==> src/logic/tpc_consts.vh <==
// constants for the timer pair capture block
`ifndef TPC_CONSTS_VH
`define TPC_CONSTS_VH
`define TPC_ADDR_T16_LOW      32'h0000000a
`define TPC_ADDR_T16_HIGH     32'h0000000b
`define TPC_IDX_T16_LOW       8'h0a
`define TPC_IDX_T16_HIGH      8'h0b
`define TPC_IDX_CTRL          8'h10
`define TPC_IDX_T8            8'h11
`define TPC_IDX_T8_PSC        8'h12
`define TPC_IDX_STATUS        8'h13
`define TPC_CTRL_CLK_SEL      0
`define TPC_CTRL_CLEAR        1
`define TPC_CTRL_STOP         2
`define TPC_CTRL_T16_CAP      3
`define TPC_CTRL_T8_CAP       4
`define TPC_CTRL_POLARITY     5
`define TPC_CTRL_T8_STOP      6
`define TPC_CTRL_T8_SRC       7
`define TPC_CTRL_IRQ_EDGE     8
`define TPC_CTRL_T8_IE        9
`define TPC_CTRL_RESET        10'h002
`define TPC_ST_T8_FLAG        0
`define TPC_ST_PIN_FLAG       1
`define TPC_ST_T16_RUN        2
`define TPC_ST_TOGGLE         3
`endif

==> src/logic/tpc_top.v <==
// sixteen-bit reload timer with capture, plus eight-bit capture timer
`timescale 1ns/1ps
`include "tpc_consts.vh"
module tpc_top (
   input  wire        clk_sys,
   input  wire        sys_rst,
   input  wire        psel,
   input  wire        penable,
   input  wire        pwrite,
   input  wire [31:0] paddr,
   input  wire [31:0] pwdata,
   output reg  [31:0] prdata,
   output reg         pready,
   output reg         pslverr,
   input  wire        capture_pin,
   input  wire        t8_ext_clk,
   output reg         t16_toggle_out,
   output reg         capture_pin_interrupt,
   output reg         t8_irq
);
   // register index to byte address; every register is one aligned word
   function [31:0] tpc_byte_addr;
      input [7:0] idx;
      begin
         tpc_byte_addr = {22'h000000, idx, 2'b00};
      end
   endfunction

   // byte-wide register placed in the low lane of the read word
   function [31:0] tpc_lane;
      input [7:0] b;
      begin
         tpc_lane = {24'h000000, b};
      end
   endfunction

   reg  [15:0] t16_cnt_r;
   reg  [15:0] reload_r;
   reg  [9:0]  ctrl_r;
   reg  [7:0]  t8_psc_r;
   reg         div2_r;
   reg         pin_d_r;
   reg         ext_d_r;
   reg         cap_run_r;
   reg         t8_flag_r;
   reg         pin_flag_r;

   reg  [31:0] rdata_nxt;
   reg         hit_nxt;

   wire        setup;
   wire        wr_lo;
   wire        wr_hi;
   wire        wr_ctrl;
   wire        wr_t8;
   wire        wr_psc;
   wire        wr_st;

   wire        fall;
   wire        rise;
   wire        cap_edge;
   wire        irq_edge;
   wire        t16_tick;
   wire        t16_go;
   wire        t16_at_top;

   wire [7:0]  t8_count;
   wire        t8_wrap;
   wire        ext_rise;
   wire        t8_flag_clr;
   wire        pin_flag_clr;

   // answer in the access cycle; pready is registered from setup
   assign setup   = psel && !penable;
   assign wr_lo   = psel && penable && pready && pwrite &&
                    paddr == tpc_byte_addr(`TPC_IDX_T16_LOW);
   assign wr_hi   = psel && penable && pready && pwrite &&
                    paddr == tpc_byte_addr(`TPC_IDX_T16_HIGH);
   assign wr_ctrl = psel && penable && pready && pwrite &&
                    paddr == tpc_byte_addr(`TPC_IDX_CTRL);
   assign wr_t8   = psel && penable && pready && pwrite &&
                    paddr == tpc_byte_addr(`TPC_IDX_T8);
   assign wr_psc  = psel && penable && pready && pwrite &&
                    paddr == tpc_byte_addr(`TPC_IDX_T8_PSC);
   assign wr_st   = psel && penable && pready && pwrite &&
                    paddr == tpc_byte_addr(`TPC_IDX_STATUS);

   assign fall     = pin_d_r && !capture_pin;
   assign rise     = !pin_d_r && capture_pin;
   assign cap_edge = ctrl_r[`TPC_CTRL_POLARITY] ? rise : fall;
   assign irq_edge = ctrl_r[`TPC_CTRL_IRQ_EDGE] ? rise : fall;
   // odd tick when half rate selected; full rate ticks every cycle
   assign t16_tick = ctrl_r[`TPC_CTRL_CLK_SEL] ? div2_r : 1'b1;
   assign t16_go   = t16_tick && !ctrl_r[`TPC_CTRL_STOP] &&
                     (!ctrl_r[`TPC_CTRL_T16_CAP] || cap_run_r);
   assign t16_at_top = t16_cnt_r == 16'hffff;

   assign ext_rise     = t8_ext_clk && !ext_d_r;
   assign t8_flag_clr  = wr_st && pwdata[`TPC_ST_T8_FLAG];
   assign pin_flag_clr = wr_st && pwdata[`TPC_ST_PIN_FLAG];

   // instruction-cycle enable: every second system clock
   always @(posedge clk_sys or posedge sys_rst) begin
      if (sys_rst) begin
         div2_r <= 1'b0;
      end else begin
         div2_r <= !div2_r;
      end
   end

   // pin sample idles high so reset does not fake a rising edge on a high pin
   always @(posedge clk_sys or posedge sys_rst) begin
      if (sys_rst) begin
         pin_d_r <= 1'b1;
      end else begin
         pin_d_r <= capture_pin;
      end
   end

   always @(posedge clk_sys or posedge sys_rst) begin
      if (sys_rst) begin
         ext_d_r <= 1'b0;
      end else begin
         ext_d_r <= t8_ext_clk;
      end
   end

   // control word; its reset value keeps the counter cleared
   always @(posedge clk_sys or posedge sys_rst) begin
      if (sys_rst) begin
         ctrl_r <= `TPC_CTRL_RESET;
      end else if (wr_ctrl) begin
         ctrl_r <= pwdata[9:0];
      end
   end

   // writes reach only the reload register, never the live count
   always @(posedge clk_sys or posedge sys_rst) begin
      if (sys_rst) begin
         reload_r <= 16'h0000;
      end else begin
         if (wr_lo)
            reload_r[7:0] <= pwdata[7:0];
         if (wr_hi)
            reload_r[15:8] <= pwdata[7:0];
      end
   end

   always @(posedge clk_sys or posedge sys_rst) begin
      if (sys_rst) begin
         t8_psc_r <= 8'h00;
      end else if (wr_psc) begin
         t8_psc_r <= pwdata[7:0];
      end
   end

   // capture run state: each active edge flips between start and hold
   always @(posedge clk_sys or posedge sys_rst) begin
      if (sys_rst) begin
         cap_run_r <= 1'b0;
      end else if (ctrl_r[`TPC_CTRL_CLEAR]) begin
         cap_run_r <= 1'b0;                                       // wait for first edge
      end else if (cap_edge) begin
         cap_run_r <= !cap_run_r;
      end
   end

   // 16-bit counter and toggle output
   always @(posedge clk_sys or posedge sys_rst) begin
      if (sys_rst) begin
         t16_cnt_r      <= 16'h0000;
         t16_toggle_out <= 1'b0;
      end else if (ctrl_r[`TPC_CTRL_CLEAR]) begin
         t16_cnt_r <= 16'h0000;
      end else if (t16_go) begin
         if (t16_at_top) begin
            t16_cnt_r      <= reload_r;
            t16_toggle_out <= !t16_toggle_out;
         end else begin
            t16_cnt_r <= t16_cnt_r + 16'h0001;
         end
      end
   end

   tpc_t8 u_t8 (
      .clk_sys    (clk_sys),
      .sys_rst    (sys_rst),
      .instr_tick (div2_r),
      .ext_tick   (ext_rise),
      .src_sel    (ctrl_r[`TPC_CTRL_T8_SRC]),
      .stop       (ctrl_r[`TPC_CTRL_T8_STOP]),
      .cap_en     (ctrl_r[`TPC_CTRL_T8_CAP]),
      .polarity   (ctrl_r[`TPC_CTRL_POLARITY]),
      .pin_lvl    (capture_pin),
      .psc_div    (t8_psc_r),
      .wr_cnt     (wr_t8),
      .wr_psc     (wr_psc),
      .wr_data    (pwdata[7:0]),
      .count_r    (t8_count),
      .wrap_r     (t8_wrap)
   );

   // sticky flags: set beats a write-one clear in the same cycle
   always @(posedge clk_sys or posedge sys_rst) begin
      if (sys_rst) begin
         t8_flag_r <= 1'b0;
      end else if (t8_wrap) begin
         t8_flag_r <= 1'b1;
      end else if (t8_flag_clr) begin
         t8_flag_r <= 1'b0;
      end
   end

   always @(posedge clk_sys or posedge sys_rst) begin
      if (sys_rst) begin
         pin_flag_r <= 1'b0;
      end else if (irq_edge) begin
         pin_flag_r <= 1'b1;
      end else if (pin_flag_clr) begin
         pin_flag_r <= 1'b0;
      end
   end

   // request lines follow the flags, one cycle late at most
   always @(posedge clk_sys or posedge sys_rst) begin
      if (sys_rst) begin
         t8_irq <= 1'b0;
      end else begin
         t8_irq <= (t8_wrap || t8_flag_r) && ctrl_r[`TPC_CTRL_T8_IE];
      end
   end

   always @(posedge clk_sys or posedge sys_rst) begin
      if (sys_rst) begin
         capture_pin_interrupt <= 1'b0;
      end else begin
         capture_pin_interrupt <= irq_edge || pin_flag_r;
      end
   end

   always @* begin
      hit_nxt   = 1'b1;
      rdata_nxt = 32'h00000000;
      case (paddr)
         tpc_byte_addr(`TPC_IDX_T16_LOW):  rdata_nxt = tpc_lane(t16_cnt_r[7:0]);
         tpc_byte_addr(`TPC_IDX_T16_HIGH): rdata_nxt = tpc_lane(t16_cnt_r[15:8]);
         tpc_byte_addr(`TPC_IDX_CTRL):     rdata_nxt = {22'h000000, ctrl_r};
         tpc_byte_addr(`TPC_IDX_T8):       rdata_nxt = tpc_lane(t8_count);
         tpc_byte_addr(`TPC_IDX_T8_PSC):   rdata_nxt = tpc_lane(t8_psc_r);
         tpc_byte_addr(`TPC_IDX_STATUS):   rdata_nxt = {28'h0000000, t16_toggle_out,
                                                        cap_run_r, pin_flag_r, t8_flag_r};
         default:                          hit_nxt   = 1'b0;
      endcase
   end

   // answer in the cycle after setup, never later
   always @(posedge clk_sys or posedge sys_rst) begin
      if (sys_rst) begin
         pready <= 1'b0;
      end else begin
         pready <= setup;
      end
   end

   always @(posedge clk_sys or posedge sys_rst) begin
      if (sys_rst) begin
         pslverr <= 1'b0;
      end else begin
         pslverr <= setup && !hit_nxt;
      end
   end

   // read data captured at setup; counter value is the one at setup time
   always @(posedge clk_sys or posedge sys_rst) begin
      if (sys_rst) begin
         prdata <= 32'h00000000;
      end else if (setup && !pwrite) begin
         prdata <= rdata_nxt;
      end
   end
endmodule // tpc_top

==> src/logic/tpc_t8.v <==
// eight-bit timer with prescaler and capture gating
`timescale 1ns/1ps
module tpc_t8 (
   input  wire       clk_sys,
   input  wire       sys_rst,
   input  wire       instr_tick,
   input  wire       ext_tick,
   input  wire       src_sel,
   input  wire       stop,
   input  wire       cap_en,
   input  wire       polarity,
   input  wire       pin_lvl,
   input  wire [7:0] psc_div,
   input  wire       wr_cnt,
   input  wire       wr_psc,
   input  wire [7:0] wr_data,
   output reg  [7:0] count_r,
   output reg        wrap_r
);
   reg  [7:0] psc_r;
   wire       gate_ok;
   wire       tick;
   assign gate_ok = !cap_en || (pin_lvl ^ polarity);
   assign tick    = src_sel ? ext_tick : instr_tick;
   always @(posedge clk_sys or posedge sys_rst) begin
      if (sys_rst) begin
         count_r <= 8'h00;
         psc_r   <= 8'h00;
         wrap_r  <= 1'b0;
      end else begin
         wrap_r <= 1'b0;
         if (wr_cnt) begin
            count_r <= wr_data;
            psc_r   <= 8'h00;
         end else if (wr_psc) begin
            psc_r <= 8'h00;
         end else if (!stop && gate_ok && tick) begin             // psc kept when gated
            if (psc_r >= psc_div) begin
               psc_r   <= 8'h00;
               count_r <= count_r + 8'h01;
               if (count_r == 8'hff)
                  wrap_r <= 1'b1;
            end else begin
               psc_r <= psc_r + 8'h01;
            end
         end
      end
   end
endmodule // tpc_t8

==> config.mk <==
export PLATFORM = sky130hd
export DESIGN_NAME = tpc_top
export DESIGN_NICKNAME = d
export VERILOG_FILES = /design/src/logic/tpc_top.v /design/src/logic/tpc_t8.v
export VERILOG_INCLUDE_DIRS = /design/src /design/src/logic
export SDC_FILE = /design/constraint.sdc
export NUM_CORES = 1
export LEC_CHECK = 0
export ABC_AREA = 1
export ABC_CLOCK_PERIOD_IN_PS = 2900
export BUFFER_PORTS_ARGS = -buffer_cell sky130_fd_sc_hd__buf_2
export CAP_MARGIN = 20
export CORE_UTILIZATION = 34
export CTS_CLUSTER_DIAMETER = 50
export CTS_CLUSTER_SIZE = 25
export DETAILED_ROUTE_END_ITERATION = 16
export GPL_TIMING_DRIVEN = 0
export HOLD_SLACK_MARGIN = 0.06
export MAX_ROUTING_LAYER = met4
export PLACE_DENSITY = 0.62
export SLEW_MARGIN = 15
export SYNTH_ARGS = -nofsm -noshare
export SYNTH_HDL_FRONTEND = slang
export SYNTH_SLANG_ARGS = --single-unit
==> constraint.sdc <==
create_clock -name clk_sys -period 2.9 [get_ports clk_sys]
set_input_delay 0.435 -clock clk_sys [delete_from_list [all_inputs] [get_ports clk_sys]]
set_output_delay 0.435 -clock clk_sys [all_outputs]
set_load 0.03 [all_outputs]
==> results.json, run 1 <==
{
  "drt_pass1_iterations": 5,
  "worst_slew_pin_slew_ns": 0.506,
  "ys_seq_area_frac": 0.391,
  "clockRootBuffer": "clkbuf_16",
  "register_area_mm2": 0.00220,
  "post-place-ws_ns": 0.884,
  "setup_tns_ns": 0,
  "clkTransAtPathRegs_ns": 0.07,
  "synthFlopType": "dfrtp_1",
  "fillers": 1615,
  "synthAdderAreaFrac": 0.0244,
  "crit_arrival_ns": 2.30,
  "cp_max_fo": 10,
  "cts_setup_buffers": 0,
  "std_cell_rows": 46,
  "drt_wl_total_um": 14200,
  "htree_levels": 3,
  "syn_area_mm2": 0.00564,
  "fin_skew_ns": 0.00949,
  "area_growth_pct": 18.7,
  "drive_gt1_frac": 0.258,
  "ys_ff_latch": 88,
  "fmax_mhz": 498,
  "grt_pass1_wl_um": 23200,
  "power.density_mw_per_mm2": 427,
  "clock_sinks": 88,
  "synth.distinct_cells": 47,
  "critical_path.max_stage_delay_ns": 0.45,
  "critical_path_required_ns": 3.19,
  "synth-compound-area-share": 0.0997,
  "cts_resized": 0,
  "async_flop_share": 1.00,
  "die-area_mm2": 0.0171,
  "rsz0062_at_grt": "false",
  "vias": 4796,
  "relSlewSlack": 0.663,
  "grt.overflow.total": 0,
  "crit_buf_inv": 0,
  "timing.critical_path.cells": "ha_1 > nand2_1 > o21bai_1 > nand2_1 > nand2_1 > nand2_1 > nand3_4 > nand2_4 > nand2_1 > nand2_1",
  "crit_path_start_kind": "flop",
  "synthMuxAreaShare": 0,
  "grt_max_degree": 54,
  "yosys_warnings": 0,
  "hold_violations": 0,
  "nNetsFinal": 874,
  "synth_cells": 696,
  "final_common_cell": "nand2_1",
  "postSynthAreaPerCell_um2": 8.10,
  "final.period_utilization": 0.692,
  "core_mm2": 0.0161,
  "synth_xor_area_frac": 0.0342,
  "chipWidth_um": 131,
  "vdd_drop_max_mv": 0.273,
  "cts_tree": "yes",
  "crit_top_cell": "nand2_1",
  "drv_slew": 0,
  "path_delay_family": "simple AND/OR/NAND/NOR gates",
  "holdCritPathClass": "in2async",
  "gp_congestion": 0.854,
  "max-cap-violations": 0,
  "start_util": 0.351,
  "synth_top_family_by_area": "simple AND/OR/NAND/NOR gates",
  "cp_slowest_cell": "dfrtp_1",
  "fin_util": 0.416,
  "yosys.area.top_type": "dfrtp_1",
  "clk_latency_ns": 0.35,
  "layout_common_cells": "159 x nand2_1, 95 x nand3_1, 86 x dfrtp_1",
  "postRouteAntennaNets": 0,
  "hpwl_um": 11000,
  "multi_input_area_mm2": 0.00290,
  "drc_errors": 0,
  "cts-buffers-inserted": 9,
  "wl_per_cell_um": 14.0,
  "p_leak_uw": 0.00348,
  "synth_edf_count": 0,
  "clk_path_buf_depth": 2,
  "io_buffers": 63,
  "cts.hold.buffers_added": 0,
  "io_pins": 108,
  "fin_crit_ns": 2.01,
  "worst_setup_path_end_kind": "flop",
  "outcome": "completed",
  "synth.area.top_cells": "dfrtp_1 38%, nand2_1 11%, nand3_1 8.4%",
  "crit_type": "reg2reg",
  "yosysTopAreaCellShare": 0.382,
  "grtUsageTotal": 0.184,
  "via_per_inst": 4.73,
  "setup-violations-final": 0,
  "yosys.area_share.simple": 0.342,
  "drt_iter0_drc": 334,
  "die_h_um": 131,
  "fin_ws_ns": 0.892,
  "grt_pass1_vias": 4446,
  "rrSetupSlack_ns": 0.89,
  "antenna_found_initial": 1
}
[per-stage QoR]
step / hold WS (ns) / total power (uW) / cells / cell area [um2]
floorplan: 0.409 / 1430 / 717 / 5710
global placement: 0.432 / 1500 / 996 / 6300
detailed placement: 0.438 / 1510 / 997 / 6330
CTS: 0.138 / 2890 / 1013 / 6680
global route: 0.164 / 2960 / 1014 / 6690
finish: 0.123 / 2860 / 1014 / 6690
[Yosys cell counts, types with 8 or more instances]
cell / n
buf_4: 22
buf_6: 9
dfrtp_1: 86
ha_1: 11
inv_1: 63
inv_2: 11
nand2_1: 159
nand2_2: 13
nand3_1: 95
nand4_1: 10
nor2_1: 52
nor2_4: 8
o211ai_1: 8
o21ai_0: 8
o21ai_1: 25
o21ai_2: 17
xnor2_1: 11
xor2_1: 11
[final timing paths]
kind,depth (start not counted),from,endpoint
max,10,u_t8.psc_r[3]$_DFFE_PP0P_,u_t8.count_r[2]$_DFFE_PP0P_
min,2,sys_rst,reload_r[9]$_DFFE_PP0P_
max reg2reg,10,u_t8.psc_r[3]$_DFFE_PP0P_,u_t8.count_r[2]$_DFFE_PP0P_
min reg2reg,1,div2_r$_DFF_PP0_,div2_r$_DFF_PP0_
max in group asynchronous,3,sys_rst,pin_d_r$_DFF_PP1_
min in group clk_sys,1,capture_pin,pin_d_r$_DFF_PP1_
[report_power, final]
group / switching [uW] / internal [uW]
logic: 153 / 78.6
clock network: 507 / 870
registers: 6.78 / 1240
total: 667 / 2190
[routing by layer]
metal,global-route usage,share of wire
met1,0.244,0.47
met4,0.0838,0.030
met2,0.281,0.45
met3,0.0208,0.048
met5,-,0
[state kept, by name (all words and copies together) (netlist names), 8 cells and up]
name and count:
u_t8.psc_r 8, reload_r 16, prdata 10, t16_cnt_r 16, ctrl_r 10, t8_psc_r 8, u_t8.count_r 8
[layout make-up]
cell class              count  share of cell area
clock inverters             6              0.0172
plain buffers              40              0.0492
well taps                 216              0.0404
multi-input cells         515               0.434
clock buffers              10              0.0357
inverters                  74              0.0419
diodes                      1            0.000374
repair buffers             64              0.0513
flip-flops and latches     88               0.330
[cells by family after synthesis]
| family | count (synthesis) |
|---|---|
| AOI/OAI and AO/OA | 82 |
| xor gates and xnor gates | 22 |
| adders and majority gates | 11 |
| buffers and inverters | 114 |
| DFF | 88 |
| other | 1 |
| and+or+nand+nor | 378 |
[worst register-to-register path: cells and delay by family, from the launching register on]
family          cells  cell delay [ns]
simple gates        8             1.02
flops               1             0.45
compound gates      1             0.16
fa+ha+maj           1             0.33
Power figures use the tool's default switching activity.
==> run 2: changes to the inputs <==
Settings changed: ABC_AREA 1 to 0, ABC_CLOCK_PERIOD_IN_PS 2900 to 1720, PLACE_DENSITY 0.62 to 0.63.
Clock period 2.9 ns to 1.72 ns, I/O delays scaled along.
==> results.json, run 2 <==
{
  "outcome": "complete, but fails checks",
  "violations": "setup timing",
  "synth.area.top_cells": "dfrtp_1 45%, mux2_2 6.5%, o21ai_0 4.3%",
  "synthFlopType": "dfrtp_1",
  "timing.critical_path.cells": "ha_4 > nand2_4 > nor3_4 > a21oi_4 > buf_12 > buf_4 > buf_6 > nor3b_4 > xnor2_1 > o21ai_1",
  "yosys.area_share.simple": 0.201,
  "drt_iter0_drc": 346,
  "hold_violations": 0,
  "vdd_drop_max_mv": 0.369,
  "chipWidth_um": 121,
  "yosys_warnings": 0,
  "fin_crit_ns": 2.06,
  "yosys.area.top_type": "dfrtp_1",
  "synth_xor_area_frac": 0.0199,
  "std_cell_rows": 43,
  "drive_gt1_frac": 0.492,
  "fin_util": 0.530,
  "crit_type": "reg2reg",
  "grt_max_degree": 36,
  "hpwl_um": 9690,
  "critical_path.max_stage_delay_ns": 0.43,
  "relSlewSlack": 0.483,
  "fmax_mhz": 485,
  "drv_slew": 0,
  "start_util": 0.348,
  "n_antenna_cell": 0,
  "ys_seq_area_frac": 0.456,
  "synth.distinct_cells": 54,
  "cts_tree": "yes",
  "crit_path_start_kind": "flop",
  "drc_errors": 0,
  "wl_per_cell_um": 18.6,
  "yosysTopAreaCellShare": 0.445,
  "async_flop_share": 1.00,
  "grt.overflow.total": 0,
  "gp_congestion": 0.865,
  "area_growth_pct": 52.1,
  "io_pins": 108,
  "p_leak_uw": 0.00331,
  "io_buffers": 63,
  "die-area_mm2": 0.0147,
  "fin_skew_ns": 0.00647,
  "clk_latency_ns": 0.35,
  "rsz0062_at_grt": "true",
  "synth_edf_count": 0,
  "synthAdderAreaFrac": 0.0285,
  "vias": 4676,
  "fin_ws_ns": -0.343,
  "hold_ws_ns": 0.0390,
  "die_h_um": 121,
  "synthMuxAreaShare": 0.0859,
  "synth_top_family_by_area": "simple AND/OR/NAND/NOR gates",
  "crit_arrival_ns": 2.30,
  "power.density_mw_per_mm2": 606,
  "postSynthAreaPerCell_um2": 9.74,
  "drt_pass1_iterations": 5,
  "clock_sinks": 88,
  "rrSetupSlack_ns": -0.34,
  "final.period_utilization": 1.20,
  "via_per_inst": 5.48,
  "clk_path_buf_depth": 2,
  "nNetsFinal": 750,
  "cp_slowest_cell": "dfrtp_1",
  "holdCritPathClass": "in2async",
  "setup_tns_ns": -11.50,
  "syn_area_mm2": 0.00483,
  "critical_path_required_ns": 1.95,
  "worst_setup_path_end_kind": "flop",
  "synthTopCellsByCount": "86 x dfrtp_1, 53 x nand2_1, 42 x o21ai_0, 30 x nor2_1, 28 x mux2_2",
  "core_mm2": 0.0139,
  "synth-compound-area-share": 0.147,
  "worst_slew_pin_slew_ns": 0.773,
  "setup-violations-final": 63,
  "post-place-ws_ns": -0.906,
  "place_inst": 762,
  "postRouteAntennaNets": 0,
  "synth_cells": 496,
  "max-cap-violations": 0,
  "grt_pass1_wl_um": 22800,
  "final_common_cell": "buf_4",
  "clockRootBuffer": "clkbuf_16",
  "drt_wl_total_um": 15800,
  "cp_max_fo": 7,
  "layout_common_cells": "82 x buf_4, 80 x dfrtp_1, 59 x buf_2",
  "grtUsageTotal": 0.211,
  "ys_ff_latch": 88,
  "cts-buffers-inserted": 9,
  "htree_levels": 3,
  "antenna_found_initial": 0,
  "layout.cells.non_filler": 853,
  "synthMostInstantiatedCell": "dfrtp_1",
  "clkTransAtPathRegs_ns": 0.06,
  "grt_pass1_vias": 4442,
  "largestRegisters": "reload_r x16, t16_cnt_r x16"
}
## run 2: cell families after synthesis
family	Yosys count
mux	38
buf+inv	54
simple gates	181
xor+xnor	11
fa+ha+maj	11
flops	88
other cells	1
compound gates	112
## run 2: worst max-delay path, delay by kind of cell, from the launching register on
family	cells	cell delay, ns
fa+ha+maj	1	0.30
compound gates	2	0.17
simple gates	3	0.50
flops	1	0.43
buf+inv	3	0.39
xor+xnor	1	0.15
## run 2: power breakdown
| group | total (uW) | switching (uW) | internal, uW |
|---|---|---|---|
| registers | 2110 | 26.9 | 2090 |
| logic | 388 | 241 | 147 |
| clock network | 1950 | 826 | 1130 |
| total | 4460 | 1090 | 3360 |
## run 2: routing by layer
layer	global-route usage	wire, um	vias up
li1	-	-	2094
met1	0.255	6340	2307
met2	0.335	7790	212
met3	0.0432	1020	63
met4	0.108	683	0
met5	-	0	-
## run 2: what timing repair did
item | 4_1_cts | 5_1_grt
pin swaps | 44 | 61
setup buffers | 45 | 34
gates cloned | 2 | 0
resized for setup | 116 | 85
endpoints found under the hold margin | 2 | 0
hold buffers | 2 | 0
setup endpoints to repair | 73 | 79
## run 2: path summary, 6_finish.rpt
check / startpoint / end / cells after the start
max: u_t8.psc_r[6]$_DFFE_PP0P_ / u_t8.count_r[0]$_DFFE_PP0P_ / 10
min: sys_rst / t16_cnt_r[2]$_DFFE_PP0P_ / 2
max reg2reg: u_t8.psc_r[6]$_DFFE_PP0P_ / u_t8.count_r[0]$_DFFE_PP0P_ / 10
min reg2reg: u_t8.wrap_r$_DFF_PP0_ / t8_flag_r$_DFFE_PP0P_ / 1
max in group asynchronous: sys_rst / ctrl_r[1]$_DFFE_PP1P_ / 3
min in group clk_sys: pwdata[9] / ctrl_r[9]$_DFFE_PP0P_ / 2
## run 2: through the flow
step / power, uW / instance area (um2)
6_report: 4460 / 7350
5_1_grt: 4590 / 7350
4_1_cts: 4440 / 6790
3_5_place_dp: 2490 / 5640
3_3_place_gp: 2470 / 5590
2_1_floorplan: 2340 / 5050
## run 2: area by class of cell
type                    count  area (um2)
well taps                 180         225
inverters                  15        60.1
multi-input cells         375        3180
clock inverters             5        56.3
clock buffers              11         233
plain buffers              36         282
repair buffers            143        1100
flip-flops and latches     88        2210
fillers                  1152        6530
==> run 3: changes to the inputs <==
Settings changed: ABC_CLOCK_PERIOD_IN_PS 1720 to 1800, SYNTH_HIERARCHICAL from default to 1.
Clock period 1.72 ns to 1.8 ns, I/O delays scaled along.
==> results.json, run 3 <==
{
  "synthFlopType": "dfrtp_1",
  "worst_setup_path_end_kind": "flop",
  "largestRegisters": "reload_r x16, t16_cnt_r x16",
  "grt_pass1_vias": 4773,
  "switching_share": 0.239,
  "via_per_inst": 5.45,
  "fin_skew_ns": 0.0111,
  "drt_wl_total_um": 16400,
  "drc_errors": 0,
  "outcome": "complete, but fails checks",
  "power.switching_uw": 1010,
  "synthMostInstantiatedCell": "dfrtp_1",
  "io_pins": 108,
  "rsz0062_at_grt": "true",
  "ff2ff_path_depth": 7,
  "crit_arrival_ns": 2.31,
  "fillers": 1386,
  "crit_path_start_kind": "flop",
  "p_leak_uw": 0.00333,
  "synth_edf_count": 0,
  "std_cell_rows": 45,
  "vdd_drop_max_mv": 0.414,
  "clk_path_buf_depth": 2,
  "hpwl_um": 11300,
  "worst_slew_pin_slew_ns": 0.700,
  "antenna_found_initial": 0,
  "n_antenna_cell": 0,
  "max-cap-violations": 0,
  "grtUsageTotal": 0.214,
  "yosys_warnings": 6,
  "yosys.area.top_type": "dfrtp_1",
  "combPwrFrac": 0.093,
  "hold_violations": 0,
  "synth_cells": 533,
  "clock_sinks": 88,
  "clkTransAtPathRegs_ns": 0.06,
  "wl_met3_um": 976,
  "yosysTopAreaCellShare": 0.403,
  "io_buffers": 62,
  "grt_max_degree": 29,
  "fin_crit_ns": 2.04,
  "postRouteAntennaNets": 0,
  "clockRootBuffer": "clkbuf_16",
  "drv_slew": 0,
  "worstHoldPathCells": 1,
  "ys_ff_latch": 88,
  "layout_common_cells": "73 x dfrtp_1, 70 x buf_4, 64 x buf_2",
  "cts_tree": "yes",
  "ys_seq_area_frac": 0.413,
  "wl_per_cell_um": 18.3,
  "fmax_mhz": 489,
  "met2WireLength_um": 8300,
  "core_mm2": 0.0153,
  "htree_levels": 3,
  "postSynthAreaPerCell_um2": 10.0,
  "cts-buffers-inserted": 9,
  "drive_gt1_frac": 0.440,
  "synthTopCellsByCount": "86 x dfrtp_1, 35 x nand2_1, 27 x nand3_1, 27 x nor2_1, 23 x inv_1",
  "violations": "setup timing",
  "drt-met1-wl_um": 6960,
  "critical_path_required_ns": 2.06,
  "relSlewSlack": 0.533,
  "syn_area_mm2": 0.00534,
  "drt_pass1_iterations": 5,
  "final.period_utilization": 1.14,
  "nNetsFinal": 765,
  "start_util": 0.350,
  "clk_latency_ns": 0.35,
  "synth.distinct_cells": 75,
  "top_layer": "met4",
  "cp_max_fo": 5,
  "area_growth_pct": 38.7,
  "grt_pass1_wl_um": 26000,
  "gp_congestion": 0.887,
  "synth.area.top_cells": "dfrtp_1 40%, mux2_2 4.6%, mux2_4 3.7%",
  "die-area_mm2": 0.0162,
  "final_common_cell": "dfrtp_1",
  "grt.overflow.total": 0,
  "chipWidth_um": 127,
  "vias": 4903,
  "internal_power_uw": 3230,
  "async_flop_share": 1.00,
  "crit_type": "reg2reg",
  "power.density_mw_per_mm2": 573,
  "holdCritPathClass": "in2reg",
  "die_h_um": 127,
  "p_seq_frac": 0.474,
  "fin_util": 0.486,
  "setup-violations-final": 25,
  "drt_iter0_drc": 418,
  "clockPowerShare": 0.433,
  "fin_ws_ns": -0.245,
  "hold_ws_ns": 0.108
}
## run 3: cell count changes after synthesis, sizes merged, moves of 11 or more
cell	previous run	this run
nand2	53	36
nand3	14	28
nor3	20	7
o21ai	43	16
nand4	5	18
mux2	28	43
nor4	12	23
## run 3: worst max-delay path, cell delays in order, from the launching register on
cell and delay, ns:
dfrtp_1 0.40, inv_2 0.09, ha_4 0.20, a211o_1 0.28
a31oi_4 0.21, o311ai_4 0.15, or4_1 0.44, a31oi_1 0.19
## run 3: final cells by class
type                    instances  area (um2)  share of cell area
plain buffers                  44         354              0.0478
well taps                     211         264              0.0356
inverters                      23        90.1              0.0122
flip-flops and latches         88        2220               0.300
clock buffers                  14         244              0.0329
repair buffers                123         896               0.121
clock inverters                 2        35.0             0.00473
multi-input cells             394        3300               0.446
## run 3: power by group through the flow
| stage | Combinational (uW) | Clock, uW | Sequential, uW |
|---|---|---|---|
| after floorplan | 225 | 0 | 2050 |
| after global placement | 351 | 0 | 2050 |
| after detailed placement | 370 | 0 | 2050 |
| after CTS | 379 | 1860 | 2010 |
| after global routing | 426 | 1940 | 2010 |
| final | 395 | 1840 | 2010 |
## run 3: cells by family after synthesis
family | count (synthesis) | synth area share
AO/OA/AOI/OAI | 111 | 0.154
buffers and inverters | 72 | 0.0705
XOR/XNOR | 3 | 0.00492
other | 1 | 0.000702
multiplexers | 51 | 0.115
adder cells (fa/ha/maj) | 11 | 0.0258
flip-flops | 88 | 0.413
AND/OR/NAND/NOR | 196 | 0.217
## run 3: worst paths after layout
check	start	to	slack, ns
worst max-delay path	t8_psc_r[2]$_DFFE_PP0P_	u_t8/psc_r[6]$_DFFE_PP0P_	-0.24
worst min-delay path	capture_pin	pin_d_r$_DFF_PP1_	0.11
worst max register to register	t8_psc_r[2]$_DFFE_PP0P_	u_t8/psc_r[6]$_DFFE_PP0P_	-0.24
worst min register to register	prdata[7]$_DFFE_PP0P_	prdata[7]$_DFFE_PP0P_	0.49
max in group asynchronous	sys_rst	ctrl_r[1]$_DFFE_PP1P_	0.48
min in group asynchronous	sys_rst	reload_r[6]$_DFFE_PP0P_	0.53
## run 3: metal layers
metal / track usage / up-vias
met3: 0.0427 / 20
met5: - / -
met4: 0.0581 / 0
met2: 0.349 / 164
li1: - / 2276
met1: 0.270 / 2443
## run 3: what timing repair did
item,in CTS,in global routing
hold buffers,2,0
gates resized for setup,60,47
pin swaps,39,25
cloned,2,0
hold endpoints to repair,23,0
setup buffers,34,24
setup endpoints to repair,68,60
## run 3: per-stage QoR
step | cells | setup slack [ns] | total power (uW) | instance area (um2) | TNS [ns]
6_report | 899 | -0.245 | 4250 | 7410 | -2.17
5_1_grt | 899 | -0.295 | 4380 | 7410 | -4.50
4_1_cts | 878 | -0.199 | 4250 | 7050 | -1.63
3_5_place_dp | 829 | -0.758 | 2420 | 6230 | -31.46
3_3_place_gp | 827 | -0.751 | 2400 | 6180 | -29.96
2_1_floorplan | 554 | -0.228 | 2270 | 5600 | -6.04
